## src/txcfg_pkg.sv

```systemverilog
// Constants, field layout and helpers for the transmit configuration block.
// Assumes a 32-bit AHB-Lite register bus and one 200 MHz system clock.
package txcfg_pkg;

  // ==========================================================================
  // Register map (byte addresses)
  localparam logic [31:0] CFG_OFFSET       = 32'h0000_0000;
  localparam logic [31:0] STATUS_OFFSET    = 32'h0000_0004;
  localparam logic [31:0] ADDR_DECODE_MASK = 32'h0000_0fff;

  // ==========================================================================
  // Transmit configuration word layout
  localparam int          CFG_WIDTH      = 16;
  localparam logic [15:0] CFG_RESET      = 16'h9800;
  localparam logic [6:0]  CMD_CODE       = 7'h4c;
  localparam int          CMD_MSB        = 15;
  localparam int          CMD_LSB        = 9;
  localparam int          POL_BIT        = 8;
  localparam int          DEV_MSB        = 7;
  localparam int          DEV_LSB        = 4;
  localparam int          RSVD_BIT       = 3;
  localparam int          PWR_MSB        = 2;
  localparam int          PWR_LSB        = 0;
  localparam logic [15:0] CFG_WRITE_MASK = 16'hfff7;

  // ==========================================================================
  // Status register layout
  localparam int STS_REJECT_BIT = 0;
  localparam int STS_UPPER_BIT  = 1;
  localparam int STS_DEV_LSB    = 8;
  localparam int STS_DEV_MSB    = 15;

  // ==========================================================================
  // Deviation decode: each code step adds one step of this size.
  localparam logic [7:0] DEV_STEP_KHZ = 8'h0f;
  localparam logic [7:0] DEV_CODE_ONE = 8'h01;

  localparam logic [1:0] HTRANS_NONSEQ = 2'h2;
  localparam logic [1:0] HRESP_OKAY    = 2'h0;

  function automatic logic [7:0] dev_khz(input logic [3:0] code);
    logic [7:0] wide;
    wide = {4'h0, code} + DEV_CODE_ONE;
    return 8'(wide * DEV_STEP_KHZ);
  endfunction : dev_khz

endpackage : txcfg_pkg

```

## src/bit_sync.sv

```systemverilog
// Two-flop synchroniser for one level arriving from outside the clock domain.
// Assumes the input is a slow level; short glitches may be lost.
`timescale 1ns/100ps
module bit_sync (
  input  wire logic sys_clk,
  input  wire logic nrst,
  input  wire logic asyncIn,
  output logic      syncOut
);

  // ==========================================================================
  // Synchroniser
  logic stage1_r;

  always_ff @(posedge sys_clk or negedge nrst)
  begin
    if (!nrst)
    begin
      stage1_r <= 1'b0;
      syncOut  <= 1'b0;
    end
    else
    begin
      stage1_r <= asyncIn;
      syncOut  <= stage1_r;
    end
  end

endmodule : bit_sync

```

## src/transmit_config_register.sv

```systemverilog
// Transmit configuration register with FSK channel and deviation decode.
// Assumes an AHB-Lite master with single word transfers and a data pin that
// is asynchronous to sys_clk.
// hreadyout never drops: every transfer completes with zero wait states.
//
// Functional notes
// - A word updates the configuration only if bits 15:9 hold 1001100b.
// - Polarity 1 sends data 0 on the upper channel, data 1 on the lower.
// - Polarity 0 sends data 0 on the lower channel, data 1 on the upper.
// - After reset the configuration word reads 0x9800.
// - The deviation code decodes to kHz: 1111 gives 240, 1100 gives 195.
// - Bits 7 to 4 select the deviation applied to both data values.
`timescale 1ns/100ps
module transmit_config_register (
  input  wire logic        sys_clk,
  input  wire logic        nrst,
  input  wire logic        hsel,
  input  wire logic [31:0] haddr,
  input  wire logic [1:0]  htrans,
  input  wire logic        hwrite,
  input  wire logic [2:0]  hsize,
  input  wire logic [31:0] hwdata,
  input  wire logic        hready,
  output logic      [31:0] hrdata,
  output logic             hreadyout,
  output logic             hresp,
  input  wire logic        txData,
  output logic             channelUpper,
  output logic             fskPolaritySelect,
  output logic      [3:0]  fskDeviationSelect,
  output logic      [7:0]  deviationKhz,
  output logic      [2:0]  outputPowerSelect
);

  // ==========================================================================
  // State
  typedef struct packed {
    logic [15:0] cfg;
    logic        rejected;
    logic        upper;
    logic [7:0]  devKhz;
    logic [31:0] rdata;
    logic        ready;
    logic        wrCfg;
    logic        wrSts;
  } state_s;

  state_s st_r;
  state_s st_nxt;

  logic        dataSync;
  logic        addrPhase;
  logic [31:0] offset;
  logic        selCfg;
  logic        selSts;
  logic [15:0] wordIn;
  logic        codeOk;
  logic [31:0] statusWord;

  // ==========================================================================
  // Data pin synchroniser
  bit_sync u_data_sync (
    .sys_clk (sys_clk),
    .nrst    (nrst),
    .asyncIn (txData),
    .syncOut (dataSync)
  );

  // ==========================================================================
  // Bus decode
  assign addrPhase = hsel && hready && (htrans == txcfg_pkg::HTRANS_NONSEQ);
  assign offset    = haddr & txcfg_pkg::ADDR_DECODE_MASK;
  assign selCfg    = (offset == txcfg_pkg::CFG_OFFSET);
  assign selSts    = (offset == txcfg_pkg::STATUS_OFFSET);
  assign wordIn    = hwdata[15:0];
  assign codeOk    = wordIn[txcfg_pkg::CMD_MSB:txcfg_pkg::CMD_LSB]
                     == txcfg_pkg::CMD_CODE;

  // ==========================================================================
  // Next state
  always_comb
  begin
    st_nxt       = st_r;
    st_nxt.ready = 1'b1;
    st_nxt.wrCfg = 1'b0;
    st_nxt.wrSts = 1'b0;

    // Writes complete in their data phase, one cycle after the address.
    if (st_r.wrCfg)
    begin
      if (codeOk)
      begin
        st_nxt.cfg = wordIn & txcfg_pkg::CFG_WRITE_MASK;
      end
    end

    // A refused word in the same cycle as a clear keeps the flag set.
    if (st_r.wrSts && hwdata[txcfg_pkg::STS_REJECT_BIT])
    begin
      st_nxt.rejected = 1'b0;
    end
    if (st_r.wrCfg && !codeOk)
    begin
      st_nxt.rejected = 1'b1;
    end

    // Polarity 1 inverts the mapping of data onto the channel pair.
    st_nxt.upper  = dataSync ^ st_r.cfg[txcfg_pkg::POL_BIT];
    st_nxt.devKhz = txcfg_pkg::dev_khz(
                      st_r.cfg[txcfg_pkg::DEV_MSB:txcfg_pkg::DEV_LSB]
                    );

    statusWord = 32'h0000_0000;
    statusWord[txcfg_pkg::STS_REJECT_BIT] = st_nxt.rejected;
    statusWord[txcfg_pkg::STS_UPPER_BIT]  = st_r.upper;
    statusWord[txcfg_pkg::STS_DEV_MSB:txcfg_pkg::STS_DEV_LSB] = st_r.devKhz;

    // Read data is taken from the post-write value so a read right behind
    // a write to the same register sees the new word.
    if (addrPhase)
    begin
      st_nxt.wrCfg = hwrite && selCfg;
      st_nxt.wrSts = hwrite && selSts;
      if (!hwrite)
      begin
        if (selCfg)
        begin
          st_nxt.rdata = {16'h0000, st_nxt.cfg};
        end
        else if (selSts)
        begin
          st_nxt.rdata = statusWord;
        end
        else
        begin
          st_nxt.rdata = 32'h0000_0000;
        end
      end
    end
  end

  // ==========================================================================
  // State register
  always_ff @(posedge sys_clk or negedge nrst)
  begin
    if (!nrst)
    begin
      st_r.cfg      <= txcfg_pkg::CFG_RESET;
      st_r.rejected <= 1'b0;
      st_r.upper    <= 1'b0;
      // Code zero decodes to a single deviation step.
      st_r.devKhz   <= txcfg_pkg::DEV_STEP_KHZ;
      st_r.rdata    <= 32'h0000_0000;
      st_r.ready    <= 1'b1;
      st_r.wrCfg    <= 1'b0;
      st_r.wrSts    <= 1'b0;
    end
    else
    begin
      st_r <= st_nxt;
    end
  end

  // ==========================================================================
  // Outputs
  assign hrdata             = st_r.rdata;
  assign hreadyout          = st_r.ready;
  assign hresp              = 1'b0;
  assign channelUpper       = st_r.upper;
  assign fskPolaritySelect  = st_r.cfg[txcfg_pkg::POL_BIT];
  assign fskDeviationSelect = st_r.cfg[txcfg_pkg::DEV_MSB:txcfg_pkg::DEV_LSB];
  assign deviationKhz       = st_r.devKhz;
  assign outputPowerSelect  = st_r.cfg[txcfg_pkg::PWR_MSB:txcfg_pkg::PWR_LSB];

  // ==========================================================================
  // Checks
  // Remembers whether any word was accepted since reset, so the reset
  // check knows when the stored word may legally move away from 0x9800.
  logic seenAccept_r;

  always_ff @(posedge sys_clk or negedge nrst)
  begin
    if (!nrst)
    begin
      seenAccept_r <= 1'b0;
    end
    else if (st_r.wrCfg && codeOk)
    begin
      seenAccept_r <= 1'b1;
    end
  end
endmodule : transmit_config_register

```

## config.mk

```make
export PLATFORM = sky130hd
export DESIGN_NAME = transmit_config_register
export DESIGN_NICKNAME = d
export VERILOG_FILES = /design/src/txcfg_pkg.sv /design/src/bit_sync.sv /design/src/transmit_config_register.sv
export SDC_FILE = /design/constraint.sdc
export NUM_CORES = 1
export LEC_CHECK = 0
export ABC_AREA = 1
export BUFFER_PORTS_ARGS = -buffer_cell sky130_fd_sc_hd__buf_2
export CAP_MARGIN = 20
export CORE_UTILIZATION = 47
export DETAILED_ROUTE_END_ITERATION = 12
export PLACE_DENSITY = 0.86
export SLEW_MARGIN = 20
export SYNTH_ARGS = -nofsm -noshare
export SYNTH_HDL_FRONTEND = slang
export SYNTH_SLANG_ARGS = --single-unit
```

## constraint.sdc

```tcl
create_clock -name sys_clk -period 3.8 [get_ports sys_clk]
set_input_delay 0.19 -clock sys_clk [delete_from_list [all_inputs] [get_ports sys_clk]]
set_output_delay 0.19 -clock sys_clk [all_outputs]
set_load 0.01 [all_outputs]
```

Yosys cells after proc, flatten, opt, wreduce, memory -nomap -nowiden

Index checks and enable logic that the tools add are counted.

Memory bits (read-only): 0
Memories kept: 0
RAM bits: 0
Flip-flop bits (word level): 62
Latch bits: 0
Word-level logic and storage cells: 32
Bits of input ports: 75
Output and inout bits: 51

$mul: 1
Add/sub/neg operators: 1
Reduce and logical (&&, ||, !) cells: 9
Bitwise logic cells: 2
Equality and inequality tests: 3
Magnitude comparators: 0
Divide/modulo/power cells: 0
Muxes and demuxes: 7
Shift-type cells: 0

Operator list:

| cell                  | count |
|---|---|
| $mux W16              | 4 |
| $logic_not A32 Y1     | 1 |
| $eq A12 B3 Y1 const B | 1 |
| $mul A5 B4 Y8 const B | 1 |
| $eq A7 B7 Y1 const B  | 1 |
| $logic_and A1 B1 Y1   | 6 |
| $add A4 B1 Y5 const B | 1 |
| $eq A2 B2 Y1 const B  | 1 |
| $mux W1               | 2 |
| $mux W2               | 1 |
| $reduce_and A2 Y1     | 1 |
| $logic_not A1 Y1      | 1 |
| $not A1 Y1            | 1 |
| $xor A1 B1 Y1         | 1 |

Depth between registers and ports, before layout

Gate-level depths: netlist (run 1).

Depth in word-level cells: 6
Gate-level depth with buffers: 15

Modules after synthesis

Synthesis (run 1) repeated with hierarchy kept, for this count alone.

Cell total of the unflattened synthesis: 314
Area, all modules: 2688.8 um^2

By module, submodules not included:

| module                   | sequential area each (um^2) | area an instance (um^2) | instances | cells each |
|---|---|---|---|---|
| transmit_config_register | 1109.8                      | 2638.8                  | 1         | 312 |
| bit_sync                 | 50.0                        | 50.0                    | 1         | 2 |

Worst setup path before layout (run 1)

No wires, ideal clock.

Path type: flip-flop to flip-flop
From: register st_r, in the netlist fskDeviationSelect[0]
To: register st_r, in the netlist deviationKhz[7]
Path slack: 929 ps
Buffers on the path: 0
Cell stages (with the launch flop): 13
Library setup time: 118 ps
Data required time: 3682 ps
Arrival time: 2753 ps
Cells stage by stage: dfrtp_1 ha_1 xor2_1 ha_1 xor2_1 fa_1 inv_1 ha_1 a21oi_1 o21a_1 nand2_1 nand2_1 nand2_1

RTL lines:

| item                     | line                            | source |
|---|---|---|
| start: declaration       | transmit_config_register.sv:48  | `state_s st_r;` |
| start signal: assignment | transmit_config_register.sv:160 | `st_r <= st_nxt;` |

==> results.md, run 1 <==
- Area post-placement: approximately 2800 sq um
- Post-CTS Setup Inserts: 0
- Port-buffer cells: 67
- Cell variety after synth: 26
- Syn Area/Cell: 8.65 sq um
- CTS H-tree lvls: 2
- Share of layout cells above drive strength 1: around 27%
- DIE AREA: around 6000 sq um
- Hold slack: about 0.054 ns
- GRT overflow: 0
- DR iter-0 viols: 94
- Detailed Place HPWL: about 3700 microns
- Initial antenna violation count: 0
- GPL Wtd Cong: ~0.79
- Synth Cell Area: ~2700 sq um
- Core Region: around 5500 sq um
- Routed WL per cell: 11.9 microns
- CP max FO: 8
- Net count, final: around 440
- Initial Utilization: ~49%
- Worst min path class: input port to asynchronous set/reset pin
- Min Tclk post-route: approximately 3.1 ns
- Number of inserted diodes: 0
- CTS Root Buffer Type: clkbuf_8
- Crit Path Category: flop to flop
- TritonCTS Buffers: 5
- Max Cap Violations: 0
- Antenna Nets Post-Route: 0
- Max-slew violations: 0
- Worst Reg-to-Reg Cells: 12
- Leak pwr: between 1.5 and 2 nW
- Area Growth Syn to Fin: 7.66%
- Most frequent cells in the layout: nand2_1 (91), buf_2 (67), dfrtp_1 (39)
- Post-synthesis sequential area ratio: 43.3%
- Hold Fails Final Rpt: 0
- # DRC: 0
- Register area: ~1200 sq um
- WL met3: approximately 170 microns
- Biggest area consumer among synthesized cells: dfrtp_1
- Multi-input logic area: 1060 sq um
- Routed via count: just under 2000
- Pre-antenna DRT Iters: 4
- Largest net degree at the start of global routing: 47
- FMAX: about 320 MHz
- Via density: about 4.7
- Worst-Skew Late Latency: approximately 0.3 ns
- Setup-failing EPs final: 0
- Yosys warning total: 0
- Met2 Wirelength: approximately 2600 microns
- Ranking of synthesized cells by area: dfrtp_1 (36%), buf_4 (14%), nand2_1 (13%), dfstp_2 (6.9%), ha_1 (5.6%)
- Routed length on met1: roughly 2200 microns
- Fillers: 513
- GRT Total Usage: between 15 and 20%
- Status: complete, no violations
- Ports: 126
- Power density over cell area: about 310 nW/um^2
- FF+latch count, synth: 46
- Dpl cells: 412
- CTS Sinks: between 40 and 50
- FP Rows: 27
- Clk_skew: 0.00930 ns
- Area share of the largest cell type after synthesis: 36.4%
- Peak VDD IR: 0.153 mV
- Post-Layout Cell Count: about 420
- Highest Signal Layer: met4
- Die height: between 70 and 80 microns
- Vias in the first global route: approximately 2000
- Final instance area: just under 3000 sq um
- Clock transition at the registers of the reported paths: approximately 0.090 ns
- Sum of negative setup slack: 0 ns
- Tcrit/Tclk final: between 80% and 90%
- Cell count after synthesis: between 300 and 400
- RSZ-0062 raised after global routing: false
- Crit start category: flop
- Post-Route WL: ~5000 microns
- First-pass GRT wire length: 8470 microns
- Crit path arrival time: 3.29 ns
- Critical Path RT: 3.99 ns
- Rel. slew slack: approximately 35%
- CTS Buffer Depth: 2
- Die width: approximately 78 microns
- Commonest non-fill, non-tap cell in the layout: nand2_1
- CTS tree: done
- Endpoint class of the critical path: flop
- Worst-Margin Slew: 0.982 ns
cell type report:
| type | count | share of cell area, % |
|---|---|---|
| sequential | 46 | 40.2 |
| multi-input combinational | 195 | 36.6 |
| timing repair buffer | 68 | 12.0 |
| inverter | 32 | 4.25 |
| tap | 72 | 3.12 |
| clock buffer | 6 | 2.52 |
| clock inverter | 2 | 1.30 |
routing by layer:
| layer | vias up | track usage (%) |
|---|---|---|
| li1 | 969 | - |
| met1 | 932 | 20.4 |
| met2 | 53 | 32.9 |
| met3 | 7 | 2.71 |
| met4 | 0 | 7.55 |
| met5 | - | 0 |
registers in the layout, indices dropped and copies added, names as in the netlist:
signal / count
fskPolaritySelect: 1
fskDeviationSelect: 4
outputPowerSelect: 3
hrdata: 16
u_data_sync.stage1_r: 1
channelUpper: 1
deviationKhz: 8
st_r: 11
u_data_sync.syncOut: 1
synthesized netlist by cell type, drive strengths merged:
library cell  number
nand2             97
nand4              5
o21a               1
buf               53
xor2               9
nor2              16
o21ai              3
dfrtp             39
conb               2
dfstp              7
nand3             24
inv               32
nor3               2
fa                 3
a21oi              3
ha                12
a21o               2
cell families (layout without fill, tap and decap cells):
kind of cell,after synthesis,count (layout),synth area share (%)
and+or+nand+nor,144,144,24.2
buffers and inverters,85,108,19.5
DFF,46,46,43.3
adders and majority gates,15,15,7.84
AOI/OAI and AO/OA,9,9,1.96
xor gates and xnor gates,9,9,2.94
other,2,18,0.280
worst max-delay path, cell delays in order (launching register included):
cell and delay [ns]:
dfrtp_1 0.48, ha_1 0.27, xor2_1 0.32, ha_1 0.32, xor2_1 0.18, fa_1 0.51
inv_1 0.04, ha_1 0.35, a21oi_1 0.22, o21a_1 0.15, nand2_1 0.05, nand2_1 0.06
nand2_1 0.05
repair_timing:
item	in CTS	in global routing
resized for setup	0	0
hold buffers	1	0
hold endpoints to repair	1	0
power by group:
group	internal, W	switching [W]
combinational	0.0000170	0.0000323
sequential	0.000491	0.000000731
clock	0.000196	0.000160
worst paths after layout:
kind,to,slack (ns),startpoint
max reg2reg,deviationKhz[7],0.70,fskDeviationSelect[0]
min,hrdata[15],0.05,nrst
max in group asynchronous,hrdata[12],3.14,nrst
min in group sys_clk,outputPowerSelect[2],0.14,hwdata[2]
max,deviationKhz[7],0.70,fskDeviationSelect[0]
min reg2reg,u_data_sync.syncOut,0.36,u_data_sync.stage1_r
metrics by stage:
stage	worst slack (ns)	utilization, %	total power (W)
floorplan	0.929	-	0.000533
global placement	0.763	50.2	0.000547
detailed placement	0.710	50.2	0.000550
CTS	0.687	52.4	0.000905
global route	0.473	52.4	0.000930
finish	0.696	52.4	0.000897
Note: power is estimated with default switching activity, not from simulation.
==> run 2, diff against run 1 <==
==> constraint.sdc (replaced) <==
create_clock -name sys_clk -period 3.1 [get_ports sys_clk]
set_input_delay 0.155 -clock sys_clk [delete_from_list [all_inputs] [get_ports sys_clk]]
set_output_delay 0.155 -clock sys_clk [all_outputs]
set_load 0.01 [all_outputs]
==> run 2 against run 1 <==
Net effect: combinational power grew 22%; sequential power grew 23%; sequential share of layout area shrank 0.16 points; count of clock-buffer cells in the layout grew 1; wire length grew 3.7%; design area grew 0.39%; sequential cell count is the same; total power grew 15%; clock power grew 4%; cell count grew 0.71%; critical path type unchanged; largest cell class unchanged; highest routed layer unchanged.
==> results.md, run 2 (synthesized netlist as in run 1, its figures left out) <==
- Routed WL per cell: 12.2 microns (+3.0%)
- FMAX: 347 MHz (+7.7%)
- Post-Layout Cell Count: 424 (+0.71%)
- Hold Fails Final Rpt: 0 (unchanged)
- RSZ-0062 raised after global routing: false
- Commonest non-fill, non-tap cell in the layout: nand2_1
- CTS tree: done
- GRT Total Usage: 18.7% (+0.86 points)
- Endpoint class of the critical path: flop
- Peak VDD IR: 0.157 mV (+2.6%)
- Setup-failing EPs final: 0 (unchanged)
- Initial Utilization: 48.7% (unchanged)
- Antenna Nets Post-Route: 0 (unchanged)
- Power density over cell area: 357 nW/um^2 (+15%)
- Number of inserted diodes: 0 (unchanged)
- GPL Wtd Cong: 0.842 (+6.1%)
- Routed via count: 2058 (+4.9%)
- Crit path arrival time: 3.08 ns (-0.21 ns)
- Worst R2R Start: fskDeviationSelect[1]
- CTS H-tree lvls: 2 (unchanged)
- Crit Path Category: flop to flop
- Reg-to-reg slack, setup: 0.22 ns (-0.48 ns)
- DIE AREA: 6010 sq um (unchanged)
- Worst setup startpoint: fskDeviationSelect[1]
- Dpl cells: 415 (+0.73%)
- CP Capture Point: deviationKhz[7]
- Status: complete, no violations
- First-pass GRT wire length: 8680 microns (+2.4%)
- CP max FO: 7 (-1)
- Fillers: 510 (-0.58%)
- Rel. slew slack: 35.0% (+0.47 points)
- Core Region: 5510 sq um (unchanged)
- DR iter-0 viols: 110 (+17%)
- TritonCTS Buffers: 5 (unchanged)
- FP Rows: 27 (unchanged)
- Clk_skew: 0.00372 ns (-0.00558 ns)
- Vias in the first global route: 1955 (-0.81%)
- Port-buffer cells: 67 (unchanged)
- Max Cap Violations: 0 (unchanged)
- Post-Route WL: 5190 microns (+3.7%)
- Worst min path class: input port to asynchronous set/reset pin
- CTS Buffer Depth: 2 (unchanged)
- Crit start category: flop
- Die width: 77.5 microns (unchanged)
- Most frequent cells in the layout: nand2_1 (91), buf_2 (67), dfrtp_1 (39)
- Net count, final: 441 (+0.68%)
- # DRC: 0 (unchanged)
- Tcrit/Tclk final: 92.9% (+11 points)
- Area Growth Syn to Fin: 8.08%
- Ports: 126 (unchanged)
- Largest net degree at the start of global routing: 47 (unchanged)
- Sum of negative setup slack: 0 ns (unchanged)
- Critical Path RT: 3.30 ns (-0.69 ns)
- Die height: 77.5 microns (unchanged)
- Via density: 4.85 (+4.2%)
- Pre-antenna DRT Iters: 5 (+1)
- Clock transition at the registers of the reported paths: 0.08 ns (about the same)
- Initial antenna violation count: 0 (unchanged)
- Detailed Place HPWL: 3900 microns (+5.6%)
- GRT overflow: 0 (unchanged)
- CTS Sinks: 46 (unchanged)
- Worst-Margin Slew: 0.975 ns (-0.00698 ns)
- Min Tclk post-route: 2.88 ns (-0.223 ns)
- Worst Reg-to-Reg Cells: 13 (+1)
- Max-slew violations: 0 (unchanged)
- Share of layout cells above drive strength 1: 27.8% (+0.91 points)
- CTS Root Buffer Type: clkbuf_8
- Max reg flops: 16 (unchanged)
- R2R Path End: deviationKhz[7]
- Leak pwr: 1.84 nW (+0.69%)
- Worst-Skew Late Latency: 0.30 ns (about the same)
-- run 2: where the power goes --
part	internal, W	switching [W]
clock network	0.000180	0.000191
logic	0.0000209	0.0000391
registers	0.000602	0.000000971
-- run 2: timing repair --
| action | in CTS | in global routing |
|---|---|---|
| setup endpoints to repair | 0 | 1 |
| hold buffers | 1 | 0 |
| hold endpoints to repair | 1 | 0 |
| gates resized for setup | 0 | 1 |
| setup buffers | 0 | 0 |
-- run 2: final cells by class --
cell class	count	area, sq um	area share, %
inverters	32	123	4.23
clock inverters	1	5.00	0.173
multi-input cells	195	1060	36.8
flip-flops and latches	46	1160	40.0
clock buffers	7	86.3	2.98
repair buffers	71	368	12.7
well taps	72	90.1	3.11
-- run 2: stage by stage --
stage	worst slack, ns	total power, W	hold slack, ns	cell area [sq um]	utilization (%)
floorplan	0.229	0.000653	-0.141	2740	-
CTS	0.120	0.00104	0.0412	2890	52.5
finish	0.219	0.00103	0.00990	2900	52.6
detailed placement	0.136	0.000674	0.265	2790	50.6
global route	0.0108	0.00108	0.0838	2900	52.6
global placement	0.246	0.000671	0.267	2790	50.6
-- run 2: how the worst min path moves through the flow --
stage | start | to | slack [ns] | depth (start not counted)
after floorplan | nrst | channelUpper | -0.14 | 0
after global placement | txData | u_data_sync.stage1_r | 0.27 | 1
after detailed placement | txData | u_data_sync.stage1_r | 0.26 | 1
after CTS | nrst | hrdata[15] | 0.04 | 1
after global routing | nrst | st_r[59] | 0.08 | 1
final | nrst | hrdata[15] | 0.01 | 1
-- run 2: worst max-delay path: stages, from the launching register on --
cell     delay (ns)
dfrtp_1        0.39
buf_4          0.17
ha_1           0.31
inv_1          0.05
ha_1           0.32
xor2_1         0.19
fa_1           0.51
inv_1          0.04
ha_1           0.30
a21oi_1        0.20
o21a_1         0.16
nand2_1        0.05
nand2_1        0.06
nand2_1        0.04
-- run 2: metal layers --
layer / share of wire [%] / up-vias / routed length [microns] / track usage [%]
li1: - / 969 / - / -
met1: 40 / 1000 / 2100 / 20.9
met2: 51 / 77 / 2660 / 33.7
met3: 5.6 / 12 / 290 / 3.76
met4: 2.6 / 0 / 133 / 9.43
met5: 0 / - / 0 / 0
